==> src/common/fspfe_defs.svh <==
// Constants of the serial flash pin front end: register indices, fields, pin slots.
// Assumes a 20 MHz system clock that oversamples all pins through two flip-flops.
// Notes on behaviour
// - Select high: deselect, all outputs high impedance, enter standby.
// - Select high: instruction, address and data input are ignored.
// - A new instruction is accepted only after a select falling transition.
// - Single width: host bits on data line 0 are sampled on rising clock.
// - Single width: read data or status change on data line 1 at falling clock.
// - Dual and quad: lines are bidirectional; sample on rise, drive from fall.
// - Quad width uses the protect pin as line 2, pause/reset pin as line 3.
// - Lock bit set and protect pin low: lock, quad and protect bits unwritable.
// - Lock bit clear: status writes allowed whatever the protect pin level.
// - Quad enable set: protect function off, pin is only data line 2.
// - Quad enable set: pause and reset functions off, pin is only line 3.
// - No dedicated reset: shared pin is pause when select bit 0, reset when 1.
// - Dedicated reset enabled: shared pin is pause whatever the select bit.
// - Pause low while selected suspends transfer, keeps sequence, resumes on high.
// - Pause low and select low: serial output held in high impedance.
// - Function register bit 0 set disables the dedicated reset pin.
// - Reset pin low: reset mode with outputs high impedance, normal when high.
`ifndef FSPFE_DEFS_SVH
`define FSPFE_DEFS_SVH

`define FSP_REG_STATUS   3'h0
`define FSP_REG_FUNC     3'h1
`define FSP_REG_RDPARAM  3'h2
`define FSP_REG_CTRL     3'h3
`define FSP_REG_TXDATA   3'h4
`define FSP_REG_RXDATA   3'h5

`define FSP_ST_LOCK      7
`define FSP_ST_QE        6
`define FSP_STATUS_MASK  8'hFC
`define FSP_STATUS_RST   8'h00
`define FSP_FN_RSTDIS    0
`define FSP_FUNC_RST     8'h00
`define FSP_RP_SEL       7
`define FSP_RDPARAM_RST  8'h00
`define FSP_CTRL_MASK    8'h07
`define FSP_CTRL_RST     8'h00
`define FSP_CT_DIR       2
`define FSP_TXDATA_RST   8'h00

`define FSP_PIN_SCK      0
`define FSP_PIN_CS       1
`define FSP_PIN_D0       2
`define FSP_PIN_D1       3
`define FSP_PIN_D2       4
`define FSP_PIN_D3       5
`define FSP_PIN_RST      6
`define FSP_NPINS        7
`define FSP_PIN_INIT     7'h7E

`define FSP_STEP_SINGLE  4'h1
`define FSP_STEP_DUAL    4'h2
`define FSP_STEP_QUAD    4'h4
`define FSP_BYTE_BITS    4'h8
`define FSP_OE_SINGLE    4'h2
`define FSP_OE_DUAL      4'h3
`define FSP_OE_QUAD      4'hF

`endif

==> src/common/fspfe_pkg.sv <==
// Types of the serial flash pin front end.
// Assumes fspfe_defs.svh is included by the files that need the constants.
package fspfe_pkg;
   typedef enum logic [1:0] {
      FSP_W_SINGLE,
      FSP_W_DUAL,
      FSP_W_QUAD
   } fspfe_width_t;

   typedef enum logic [1:0] {
      FSP_LS_RESET,
      FSP_LS_IDLE,
      FSP_LS_ACTIVE,
      FSP_LS_PAUSED
   } fspfe_link_t;
endpackage

==> src/common/fspfe_pin_if.sv <==
// Synchronised pin levels and their edges, from the pin synchroniser to the core.
// Assumes both ends run on the same system clock.
`timescale 1ns/10ps
`include "fspfe_defs.svh"
interface fspfe_pin_if;
   logic [`FSP_NPINS-1:0] level;
   logic [`FSP_NPINS-1:0] rise;
   logic [`FSP_NPINS-1:0] fall;
   modport sync (output level, output rise, output fall);
   modport core (input level, input rise, input fall);
endinterface

==> src/design/fspfe_pin_sync.sv <==
// Two-flop synchroniser with edge detect for every pin input.
// Assumes raw pins are asynchronous to clk; edges are reported from two cycles after reset, one cycle before history is valid.
`timescale 1ns/10ps
`include "fspfe_defs.svh"
module fspfe_pin_sync #(
   parameter int                      N    = `FSP_NPINS,
   parameter logic [`FSP_NPINS-1:0]   INIT = `FSP_PIN_INIT
) (
   input  wire logic                  clk,
   input  wire logic                  rst,
   input  wire logic [N-1:0]          raw,
   fspfe_pin_if.sync                  pins
);
   logic [N-1:0] meta_q;
   logic [N-1:0] sync_q;
   logic [N-1:0] hist_q;
   logic [1:0]   valid_q;

   always_ff @(posedge clk) begin
      if (rst) begin
         meta_q  <= INIT;
         sync_q  <= INIT;
         hist_q  <= INIT;
         valid_q <= 2'h0;
      end else begin
         meta_q  <= raw;
         sync_q  <= meta_q;
         hist_q  <= sync_q;
         valid_q <= {valid_q[0], 1'h1};
      end
   end

   // Edges from stale reset values would fake a select fall at power-up
   assign pins.level = sync_q;
   assign pins.rise  = valid_q[1] ? (sync_q & ~hist_q) : '0;
   assign pins.fall  = valid_q[1] ? (~sync_q & hist_q) : '0;
endmodule

==> src/design/fspfe_top.sv <==
// Pin-level front end of a multi-width serial flash port with its control registers.
// Assumes the serial clock and select come from the host; all pins are oversampled by clk.
//
// Strobed register access and the register offsets were left to the implementer.
`timescale 1ns/10ps
`include "fspfe_defs.svh"
module fspfe_top #(
   parameter logic HAS_RESET_PIN = 1'h1
) (
   input  wire logic                  clk,
   input  wire logic                  rst,
   input  wire logic                  sck,
   input  wire logic                  csN,
   input  wire logic [3:0]            dataLineIn,
   output logic      [3:0]            dataLineOut,
   output logic      [3:0]            dataLineOe,
   input  wire logic                  resetN,
   input  wire logic [2:0]            regAddr,
   input  wire logic [15:0]           regWrData,
   input  wire logic                  regWr,
   input  wire logic                  regRd,
   output logic      [15:0]           regRdData,
   output logic                       standby
);
   import fspfe_pkg::*;

   fspfe_pin_if pins ();

   fspfe_pin_sync #(
      .N    (`FSP_NPINS),
      .INIT (`FSP_PIN_INIT)
   ) u_sync (
      .clk  (clk),
      .rst  (rst),
      .raw  ({resetN, dataLineIn, csN, sck}),
      .pins (pins)
   );

   fspfe_link_t  state_q;
   fspfe_link_t  state_d;
   fspfe_width_t effWidth;
   logic [7:0]   status_q;
   logic [7:0]   func_q;
   logic [7:0]   rdParam_q;
   logic [7:0]   ctrl_q;
   logic [7:0]   txData_q;
   logic         qeApplied_q;
   logic [7:0]   rxShift_q;
   logic [7:0]   rxByte_q;
   logic         rxFlag_q;
   logic [3:0]   rxCnt_q;
   logic [7:0]   txShift_q;
   logic [3:0]   txCnt_q;
   logic [3:0]   dataOut_q;
   logic [3:0]   oe_q;
   logic         standby_q;
   logic [15:0]  rdData_q;
   logic         dedRstOn;
   logic         sharedIsReset;
   logic         pauseFnOn;
   logic         resetMode;
   logic         csHigh;
   logic         pauseCond;
   logic         wpLow;
   logic         stWrBlocked;
   logic [3:0]   step;
   logic [3:0]   oeMask;
   logic [7:0]   rxNew;
   logic [3:0]   rxSum;
   logic [7:0]   txSrc;
   logic [7:0]   txNext;
   logic [3:0]   txSum;
   logic [3:0]   outBits;
   logic         rxEn;
   logic         txEn;
   logic         byteDone;
   logic         sckRise;
   logic         sckFall;
   logic         driveDir;

   assign csHigh   = pins.level[`FSP_PIN_CS];
   assign sckRise  = pins.rise[`FSP_PIN_SCK];
   assign sckFall  = pins.fall[`FSP_PIN_SCK];
   assign driveDir = ctrl_q[`FSP_CT_DIR];

   // Pin function selection follows the applied quad enable, not the raw bit
   always_comb begin
      dedRstOn      = HAS_RESET_PIN && !func_q[`FSP_FN_RSTDIS];
      sharedIsReset = !qeApplied_q && !dedRstOn && rdParam_q[`FSP_RP_SEL];
      pauseFnOn     = !qeApplied_q && !sharedIsReset;
      resetMode     = (dedRstOn && !pins.level[`FSP_PIN_RST])
                    || (sharedIsReset && !pins.level[`FSP_PIN_D3]);
      pauseCond     = pauseFnOn && !pins.level[`FSP_PIN_D3];
      wpLow         = !qeApplied_q && !pins.level[`FSP_PIN_D2];
      stWrBlocked   = status_q[`FSP_ST_LOCK] && wpLow;
   end

   always_comb begin
      case (fspfe_width_t'(ctrl_q[1:0]))
         FSP_W_DUAL: effWidth = FSP_W_DUAL;
         FSP_W_QUAD: effWidth = qeApplied_q ? FSP_W_QUAD : FSP_W_SINGLE;
         default:    effWidth = FSP_W_SINGLE;
      endcase
   end

   always_comb begin
      state_d = state_q;
      if (resetMode) begin
         state_d = FSP_LS_RESET;
      end else begin
         case (state_q)
            FSP_LS_RESET:  state_d = FSP_LS_IDLE;
            FSP_LS_IDLE: begin
               if (!csHigh && pins.fall[`FSP_PIN_CS]) begin
                  state_d = FSP_LS_ACTIVE;
               end
            end
            FSP_LS_ACTIVE: begin
               if (csHigh) begin
                  state_d = FSP_LS_IDLE;
               end else if (pauseCond) begin
                  state_d = FSP_LS_PAUSED;
               end
            end
            default: begin
               if (csHigh) begin
                  state_d = FSP_LS_IDLE;
               end else if (!pauseCond) begin
                  state_d = FSP_LS_ACTIVE;
               end
            end
         endcase
      end
   end

   always_ff @(posedge clk) begin
      if (rst) begin
         state_q <= FSP_LS_IDLE;
      end else begin
         state_q <= state_d;
      end
   end

   always_comb begin
      txSrc = (txCnt_q == 4'h0) ? txData_q : txShift_q;
      case (effWidth)
         FSP_W_DUAL: begin
            step    = `FSP_STEP_DUAL;
            oeMask  = `FSP_OE_DUAL;
            rxNew   = {rxShift_q[5:0], pins.level[`FSP_PIN_D1], pins.level[`FSP_PIN_D0]};
            outBits = {dataOut_q[3:2], txSrc[7:6]};
            txNext  = {txSrc[5:0], 2'h0};
         end
         FSP_W_QUAD: begin
            step    = `FSP_STEP_QUAD;
            oeMask  = `FSP_OE_QUAD;
            rxNew   = {rxShift_q[3:0], pins.level[`FSP_PIN_D3:`FSP_PIN_D0]};
            outBits = txSrc[7:4];
            txNext  = {txSrc[3:0], 4'h0};
         end
         default: begin
            step    = `FSP_STEP_SINGLE;
            oeMask  = `FSP_OE_SINGLE;
            rxNew   = {rxShift_q[6:0], pins.level[`FSP_PIN_D0]};
            outBits = {dataOut_q[3:2], txSrc[7], dataOut_q[0]};
            txNext  = {txSrc[6:0], 1'h0};
         end
      endcase
      rxSum    = rxCnt_q + step;
      txSum    = txCnt_q + step;
      // Multi-width lanes are shared, so sampling stops while the device drives
      rxEn     = (state_q == FSP_LS_ACTIVE) && (state_d == FSP_LS_ACTIVE) && sckRise
               && ((effWidth == FSP_W_SINGLE) || !driveDir);
      txEn     = (state_q == FSP_LS_ACTIVE) && (state_d == FSP_LS_ACTIVE) && sckFall
               && driveDir;
      byteDone = rxEn && (rxSum == `FSP_BYTE_BITS);
   end

   // Counters survive a pause and are only cleared on deselect or reset
   always_ff @(posedge clk) begin
      if (rst || (state_d == FSP_LS_IDLE) || (state_d == FSP_LS_RESET)) begin
         rxCnt_q   <= 4'h0;
         rxShift_q <= 8'h00;
      end else if (rxEn) begin
         rxCnt_q   <= byteDone ? 4'h0 : rxSum;
         rxShift_q <= rxNew;
      end
   end

   always_ff @(posedge clk) begin
      if (rst) begin
         rxByte_q <= 8'h00;
      end else if (byteDone) begin
         rxByte_q <= rxNew;
      end
   end

   always_ff @(posedge clk) begin
      if (rst || (state_d == FSP_LS_IDLE) || (state_d == FSP_LS_RESET)) begin
         txCnt_q   <= 4'h0;
         txShift_q <= 8'h00;
      end else if (txEn) begin
         txCnt_q   <= (txSum == `FSP_BYTE_BITS) ? 4'h0 : txSum;
         txShift_q <= txNext;
      end
   end

   always_ff @(posedge clk) begin
      if (rst) begin
         dataOut_q <= 4'h0;
      end else if (txEn) begin
         dataOut_q <= outBits;
      end
   end

   // Enables follow the next state so the pins float in the cycle the state leaves
   always_ff @(posedge clk) begin
      if (rst) begin
         oe_q      <= 4'h0;
         standby_q <= 1'h1;
      end else begin
         oe_q      <= ((state_d == FSP_LS_ACTIVE) && driveDir) ? oeMask : 4'h0;
         standby_q <= (state_d == FSP_LS_IDLE);
      end
   end

   always_ff @(posedge clk) begin
      if (rst) begin
         status_q <= `FSP_STATUS_RST;
      end else if (regWr && (regAddr == `FSP_REG_STATUS) && !stWrBlocked) begin
         status_q <= regWrData[7:0] & `FSP_STATUS_MASK;
      end
   end

   // One cycle of lag keeps a pin from changing role in the middle of the write
   always_ff @(posedge clk) begin
      if (rst) begin
         qeApplied_q <= 1'h0;
      end else begin
         qeApplied_q <= status_q[`FSP_ST_QE];
      end
   end

   always_ff @(posedge clk) begin
      if (rst) begin
         func_q    <= `FSP_FUNC_RST;
         rdParam_q <= `FSP_RDPARAM_RST;
         ctrl_q    <= `FSP_CTRL_RST;
         txData_q  <= `FSP_TXDATA_RST;
      end else if (regWr) begin
         if (regAddr == `FSP_REG_FUNC) begin
            func_q <= {7'h00, regWrData[`FSP_FN_RSTDIS]};
         end else if (regAddr == `FSP_REG_RDPARAM) begin
            rdParam_q <= {regWrData[`FSP_RP_SEL], 7'h00};
         end else if (regAddr == `FSP_REG_CTRL) begin
            ctrl_q <= regWrData[7:0] & `FSP_CTRL_MASK;
         end else if (regAddr == `FSP_REG_TXDATA) begin
            txData_q <= regWrData[7:0];
         end
      end
   end

   // A byte finishing in the cycle of the clearing read keeps the flag set
   always_ff @(posedge clk) begin
      if (rst) begin
         rxFlag_q <= 1'h0;
      end else if (byteDone) begin
         rxFlag_q <= 1'h1;
      end else if (regRd && (regAddr == `FSP_REG_RXDATA)) begin
         rxFlag_q <= 1'h0;
      end
   end

   always_ff @(posedge clk) begin
      if (rst) begin
         rdData_q <= 16'h0000;
      end else if (!regRd) begin
         rdData_q <= 16'h0000;
      end else if (regAddr == `FSP_REG_STATUS) begin
         rdData_q <= {8'h00, status_q};
      end else if (regAddr == `FSP_REG_FUNC) begin
         rdData_q <= {8'h00, func_q};
      end else if (regAddr == `FSP_REG_RDPARAM) begin
         rdData_q <= {8'h00, rdParam_q};
      end else if (regAddr == `FSP_REG_CTRL) begin
         rdData_q <= {8'h00, ctrl_q};
      end else if (regAddr == `FSP_REG_TXDATA) begin
         rdData_q <= {8'h00, txData_q};
      end else if (regAddr == `FSP_REG_RXDATA) begin
         rdData_q <= {4'h0, qeApplied_q, state_q, rxFlag_q, rxByte_q};
      end else begin
         rdData_q <= 16'h0000;
      end
   end

   assign dataLineOut = dataOut_q;
   assign dataLineOe  = oe_q;
   assign regRdData   = rdData_q;
   assign standby     = standby_q;

   property p_desel_hiz;
      @(posedge clk) disable iff (rst)
      csHigh |=> (oe_q == 4'h0) && (standby_q || (state_q == FSP_LS_RESET));
   endproperty
   a_desel_hiz: assert property (p_desel_hiz) else $error("outputs driven while deselected");

   property p_ignore_desel;
      @(posedge clk) disable iff (rst)
      (state_q == FSP_LS_IDLE) && sckRise |=> (rxCnt_q == 4'h0) && $stable(rxByte_q);
   endproperty
   a_ignore_desel: assert property (p_ignore_desel) else $error("input taken while deselected");

   property p_need_fall;
      @(posedge clk) disable iff (rst)
      (state_q == FSP_LS_IDLE) && !pins.fall[`FSP_PIN_CS] |=> (state_q != FSP_LS_ACTIVE);
   endproperty
   a_need_fall: assert property (p_need_fall) else $error("selected without a select fall");

   property p_single_byte;
      @(posedge clk) disable iff (rst)
      rxEn && (effWidth == FSP_W_SINGLE) && (rxCnt_q == 4'h7)
      |=> rxFlag_q && (rxCnt_q == 4'h0) && (rxByte_q[0] == $past(pins.level[`FSP_PIN_D0]));
   endproperty
   a_single_byte: assert property (p_single_byte) else $error("single byte not completed");

   property p_out_on_fall;
      @(posedge clk) disable iff (rst)
      !sckFall |=> $stable(dataOut_q);
   endproperty
   a_out_on_fall: assert property (p_out_on_fall) else $error("output changed off falling clock");

   property p_quad_lanes;
      @(posedge clk) disable iff (rst)
      !qeApplied_q |=> (oe_q[3:2] == 2'h0);
   endproperty
   a_quad_lanes: assert property (p_quad_lanes) else $error("upper lanes driven without quad");

   property p_wp_block;
      @(posedge clk) disable iff (rst)
      regWr && (regAddr == `FSP_REG_STATUS) && status_q[`FSP_ST_LOCK] && !qeApplied_q
      && !pins.level[`FSP_PIN_D2] |=> $stable(status_q);
   endproperty
   a_wp_block: assert property (p_wp_block) else $error("protected status write landed");

   property p_pause_hiz;
      @(posedge clk) disable iff (rst)
      (state_q == FSP_LS_PAUSED) |-> (oe_q == 4'h0) && $stable(rxCnt_q) && $stable(txCnt_q);
   endproperty
   a_pause_hiz: assert property (p_pause_hiz) else $error("pause drove pins or lost sequence");

   property p_reset_hiz;
      @(posedge clk) disable iff (rst)
      resetMode |=> (state_q == FSP_LS_RESET) && (oe_q == 4'h0);
   endproperty
   a_reset_hiz: assert property (p_reset_hiz) else $error("reset mode not entered");

   property p_qe_apply;
      @(posedge clk) disable iff (rst)
      $changed(status_q[`FSP_ST_QE]) |-> (qeApplied_q != status_q[`FSP_ST_QE])
      ##1 (qeApplied_q == $past(status_q[`FSP_ST_QE]));
   endproperty
   a_qe_apply: assert property (p_qe_apply) else $error("quad enable applied at wrong time");
endmodule

==> config.mk <==
export PLATFORM = sky130hd
export DESIGN_NAME = fspfe_top
export DESIGN_NICKNAME = d
export VERILOG_FILES = /design/src/common/fspfe_pkg.sv /design/src/common/fspfe_pin_if.sv /design/src/design/fspfe_pin_sync.sv /design/src/design/fspfe_top.sv
export VERILOG_INCLUDE_DIRS = /design/src /design/src/common
export SDC_FILE = /design/constraint.sdc
export NUM_CORES = 1
export LEC_CHECK = 0
export BUFFER_PORTS_ARGS = -buffer_cell sky130_fd_sc_hd__buf_2
export CORE_UTILIZATION = 55
export DETAILED_ROUTE_END_ITERATION = 10
export PLACE_DENSITY = 0.82
export SLEW_MARGIN = 20
export SYNTH_ARGS = -nofsm -noshare
export SYNTH_HDL_FRONTEND = slang
export SYNTH_HIERARCHICAL = 1
export SYNTH_SLANG_ARGS = --single-unit
==> constraint.sdc <==
create_clock -name clk -period 6.7 [get_ports clk]
set_input_delay 0.67 -clock clk [delete_from_list [all_inputs] [get_ports clk]]
set_output_delay 0.67 -clock clk [all_outputs]
set_load 0.01 [all_outputs]
# --- Word level (Yosys, flattened, before mapping) ---
# Cells that the tools add are included.
totals:
  register_bits: 97
  in_bits: 30
  wordCells: 135
op_classes:
  addsub: 2
  eq_ne: 15
  muxes: 28
  bitwise_logic: 11
  n_reduce_logical: 51
op_table:
  columns: ["cell", "count"]
  rows:
  - ["$mux 8", 7]
  - ["$pmux 8 s2", 2]
  - ["$logic_and 1x1->1", 19]
  - ["$mux 2", 8]
  - ["$pmux 4 s2", 2]
  - ["$logic_not 1->1", 9]
  - ["$add 4x4->4", 2]
  - ["$eq 2x1->1 const B", 4]
  - ["$eq 2x2->1 const B", 4]
  - ["$eq 4x4->1 const B", 2]
  - ["$mux 4", 2]
  - ["$not 1->1", 8]
  - ["$reduce_or 8->1", 1]
  - ["$reduce_or 7->1", 1]
  - ["$eq 3x2->1 const B", 2]
  - ["$eq 3x3->1 const B", 2]
  - ["$logic_not 2->1", 3]
  - ["$pmux 2 s3", 1]
  - ["$pmux 3 s2", 1]
  - ["$reduce_and 3->1", 2]
  - ["$reduce_and 5->1", 1]
  - ["$reduce_or 5->1", 1]
  - ["$logic_not 4->1", 1]
  - ["$logic_or 1x1->1", 4]
  - ["12 further kinds", 18]

# --- Depth between registers and ports, before layout ---
depth:
  word_depth: 16
  mapped_depth: 15
  mapped_depth_nobuf: 13

# --- Hierarchy ---
# The synthesis kept the hierarchy.
modules_own_cells:
  columns: ["mod", "instances", "cells_each", "area_each_um2"]
  rows:
  - ["fspfe_top", 1, 392, 3389.5]
  - ["fspfe_pin_sync", 1, 63, 758.2]

# --- Worst setup path before layout ---
# Ideal clock, no wire load.
synth_timing:
  kind: "register to register"
  from: "register ctrl_q[0]"
  to: "register rxByte_q[6]"
  setup_ns: 0.091
  arrival_ns: 3.276
  setup_slack_ns: 3.333
  path_stages_with_launch: 16
  n_path_buf: 2
  period_less_slack_ns: 3.367
  cell_sequence: "dfxtp_1 -> inv_1 -> ha_1 -> nand4bb_1 -> clkbuf_1 -> nand2_1 -> inv_2 -> ha_1 -> inv_1 -> fa_1 -> xnor2_1 -> or3b_1 -> nor3b_4 -> buf_4 -> a21oi_1 -> a311oi_1"
synth_via:
  elab_chain_len: 7
synth_rtl:
  columns: ["item", "line_no", "text"]
  rows:
  - ["start, declared", "fspfe_top.sv:45", "logic [7:0] ctrl_q;"]
  - ["start signal, assigned", "fspfe_top.sv:248", "ctrl_q <= `FSP_CTRL_RST;"]
  - ["start signal, assigned", "fspfe_top.sv:256", "ctrl_q <= regWrData[7:0] & `FSP_CTRL_MASK;"]
  - ["$eq 2x2->1 or $eq 2x1->1 (tied branches)", "fspfe_top.sv:99", "case (fspfe_width_t'(ctrl_q[1:0]))"]
  - ["$pmux 2 s2 (*)", "fspfe_top.sv:99", null]
  - ["$eq 2x2->1 or $eq 2x1->1 (tied branches)", "fspfe_top.sv:146", "case (effWidth)"]
  - ["$pmux 3 s2", "fspfe_top.sv:146", null]
  - ["$add 4x4->4", "fspfe_top.sv:169", "rxSum = rxCnt_q + step;"]
  - ["$eq 4x4->1 (no line)", null, null]
  - ["$logic_and 1x1->1", "fspfe_top.sv:176", "byteDone = rxEn && (rxSum == `FSP_BYTE_BITS);"]
  - ["end signal, assigned", "fspfe_top.sv:194", "rxByte_q <= rxNew;"]
  - ["end, declared", "fspfe_top.sv:49", "logic [7:0] rxByte_q;"]
# Every way passes the cells marked *; elsewhere a longest branch is shown, timed or not.
# A chain may end at the register's enable or synchronous reset.

# --- Worst setup path in the final report ---
layout_timing:
  from: "register ctrl_q[0]"
  to: "register rxByte_q[1]"
# Same word-level chain as after synthesis.

==> flow_summary.json <==
{
  "drv_slew": 0,
  "stdcell_count": 562,
  "vias": 3181,
  "initial_core_util_pct": 57.4,
  "worst_clock_skew_ns": 0.00839,
  "htreeDepth": 3,
  "critical_path_class": "flop to flop",
  "cp_max_fo": 15,
  "grt-ovfl-total": 0,
  "crit_arrival_ns": 4.44,
  "final_util_pct": 63.3,
  "hold_buffers": 0,
  "diodes": 0,
  "slowest_delay_ns": 0.56,
  "viasPerCell": 5.66,
  "place_ws_ns": 2.62,
  "rr_startpoint": "ctrl_q[0]$_SDFFE_PP0P_",
  "whs_ns": 0.412,
  "clock-sinks": 91,
  "place_area_mm2": 0.00410,
  "syn2layout_area_growth_pct": 10.3,
  "tritoncts.num_buffers": 9,
  "min_path_type": "flop to flop",
  "cts_tree": "built",
  "postSynthAreaPerCell_um2": 9.03,
  "ant_nets": 0,
  "cp_slowest_cell": "nor3b_4",
  "die_h_um": 86.4,
  "drc": 0,
  "antenna_found_initial": 0,
  "critPathCaptureType": "flop",
  "clock_latency_ns": 0.36,
  "p_leak_nw": 1.74,
  "drv_cap": 0,
  "r2r_cells": 13,
  "crit_buf_inv": 3,
  "clk_pin_slew_ns": 0.09,
  "place_congestion": 0.830,
  "syn-cell-area_mm2": 0.00392,
  "die_area_mm2": 0.00747,
  "worst_hold_path.num_cells": 1,
  "clk_path_buf_depth": 2,
  "synth_cells": 434,
  "finalPower_mw": 0.979,
  "drt_iter0_drc": 299,
  "fin_ws_ns": 2.52,
  "drive_gt1_share_pct": 14.2,
  "pwr_density_cell_mw_per_mm2": 226,
  "dr.pass1.iters": 5,
  "ctsResizeCount": 0,
  "ios": 55,
  "fmax_mhz": 239,
  "reg2reg_to": "rxByte_q[1]$_SDFFE_PP0P_",
  "worstPathCellList": "inv_1, ha_1, nand4bb_1, nand2_1, inv_2, ha_1, inv_1, fa_1, xnor2_1, or3b_1, nor3b_4, a21oi_1, a311oi_1",
  "root_buffer": "clkbuf_8",
  "critPathLaunchType": "flop",
  "postCtsSetupBuffers": 0,
  "yosys_warnings": 6,
  "final_common_cell": "dfxtp_1",
  "dieWidth_um": 86.4,
  "min_period_ns": 4.18,
  "setup_viol": 0,
  "grt_max_degree": 60,
  "fin_area_mm2": 0.00433,
  "slew-limit-headroom_pct": 29.1,
  "place_hpwl_mm": 5.63,
  "layout_common_cells": "dfxtp_1, nor2_1, nand2_1, buf_2, a21oi_1",
  "status": "completed",
  "routedWlPerCell_um": 15.0,
  "worstMarginPinSlew_ns": 1.06,
  "rsz0062_at_grt": "no",
  "rows": 30,
  "crit_family": "simple AND/OR/NAND/NOR gates",
  "fin_setup_tns_ns": 0,
  "finalCritPeriodShare_pct": 62.3,
  "dpl.cell_count": 545,
  "irDropWorstVdd_mv": 0.144,
  "hold_path_end": "u_sync/pins.level[4]$_SDFF_PP1_",
  "grt_use_total_pct": 23.1,
  "grt_pass1_wl_mm": 13.4,
  "core_area_mm2": 0.00683,
  "port_buffers": 42,
  "grt_pass1_vias": 2826,
  "wirelength_mm": 8.42,
  "min_from": "u_sync/meta_q[4]$_SDFF_PP1_",
  "worst_ep_required_time_ns": 6.96,
  "nets": 502,
  "hold_violations": 0,
  "ff2ff_setup_slack_ns": 2.52
}
[sequential cells by signal, summed over array words and instances, names as in the netlist]
register and count:
u_sync/meta_q 7, rxFlag_q 1, txShift_q 7, regRdData 12, dataLineOe 3, rxByte_q 8
state_q 2, u_sync/hist_q 2, rxCnt_q 4, rxShift_q 7, rdParam_q 1, standby 1
qeApplied_q 1, txCnt_q 4, u_sync/pins.level 7, u_sync/valid_q 2, status_q 6, dataLineOut 4
txData_q 8, ctrl_q 3, func_q 1
[how the worst max path moves through the flow]
stage                               endpoint                   start  slack (ns)  cells after the start
detailed placement  rxByte_q[1]$_SDFFE_PP0P_  ctrl_q[0]$_SDFFE_PP0P_        2.62                     13
floorplan           rxByte_q[6]$_SDFFE_PP0P_  ctrl_q[0]$_SDFFE_PP0P_        3.33                     15
global placement    rxByte_q[3]$_SDFFE_PP0P_  ctrl_q[0]$_SDFFE_PP0P_        2.85                     13
global route        rxByte_q[7]$_SDFFE_PP0P_  ctrl_q[0]$_SDFFE_PP0P_        2.32                     13
finish              rxByte_q[1]$_SDFFE_PP0P_  ctrl_q[0]$_SDFFE_PP0P_        2.52                     13
CTS                 rxByte_q[1]$_SDFFE_PP0P_  ctrl_q[0]$_SDFFE_PP0P_        2.56                     13
[layout make-up]
cell class,count,area (µm²)
fill,588,2510
multi-input combinational,304,1900
sequential,91,1820
timing repair buffer,44,233
clock buffer,9,124
tap,96,120
clock inverter,7,83.8
inverter,11,41.3
[power by group]
group / switching [mW] / internal (mW) / leakage [nW]
combinational: 0.0268 / 0.0160 / 0.910
sequential: 0.00461 / 0.548 / 0.738
clock: 0.204 / 0.179 / 0.0959
[per-layer routing]
layer | up-vias | global-route usage [%] | wire length (µm) | part of all wire, %
met2 | 117 | 37.6 | 4080 | 48
met3 | 15 | 5.52 | 437 | 5.2
met4 | 0 | 9.24 | 141 | 1.7
li1 | 1557 | - | - | -
met5 | - | 0 | 0 | 0
met1 | 1492 | 29.7 | 3760 | 45
Power figures use the tool's default switching activity.
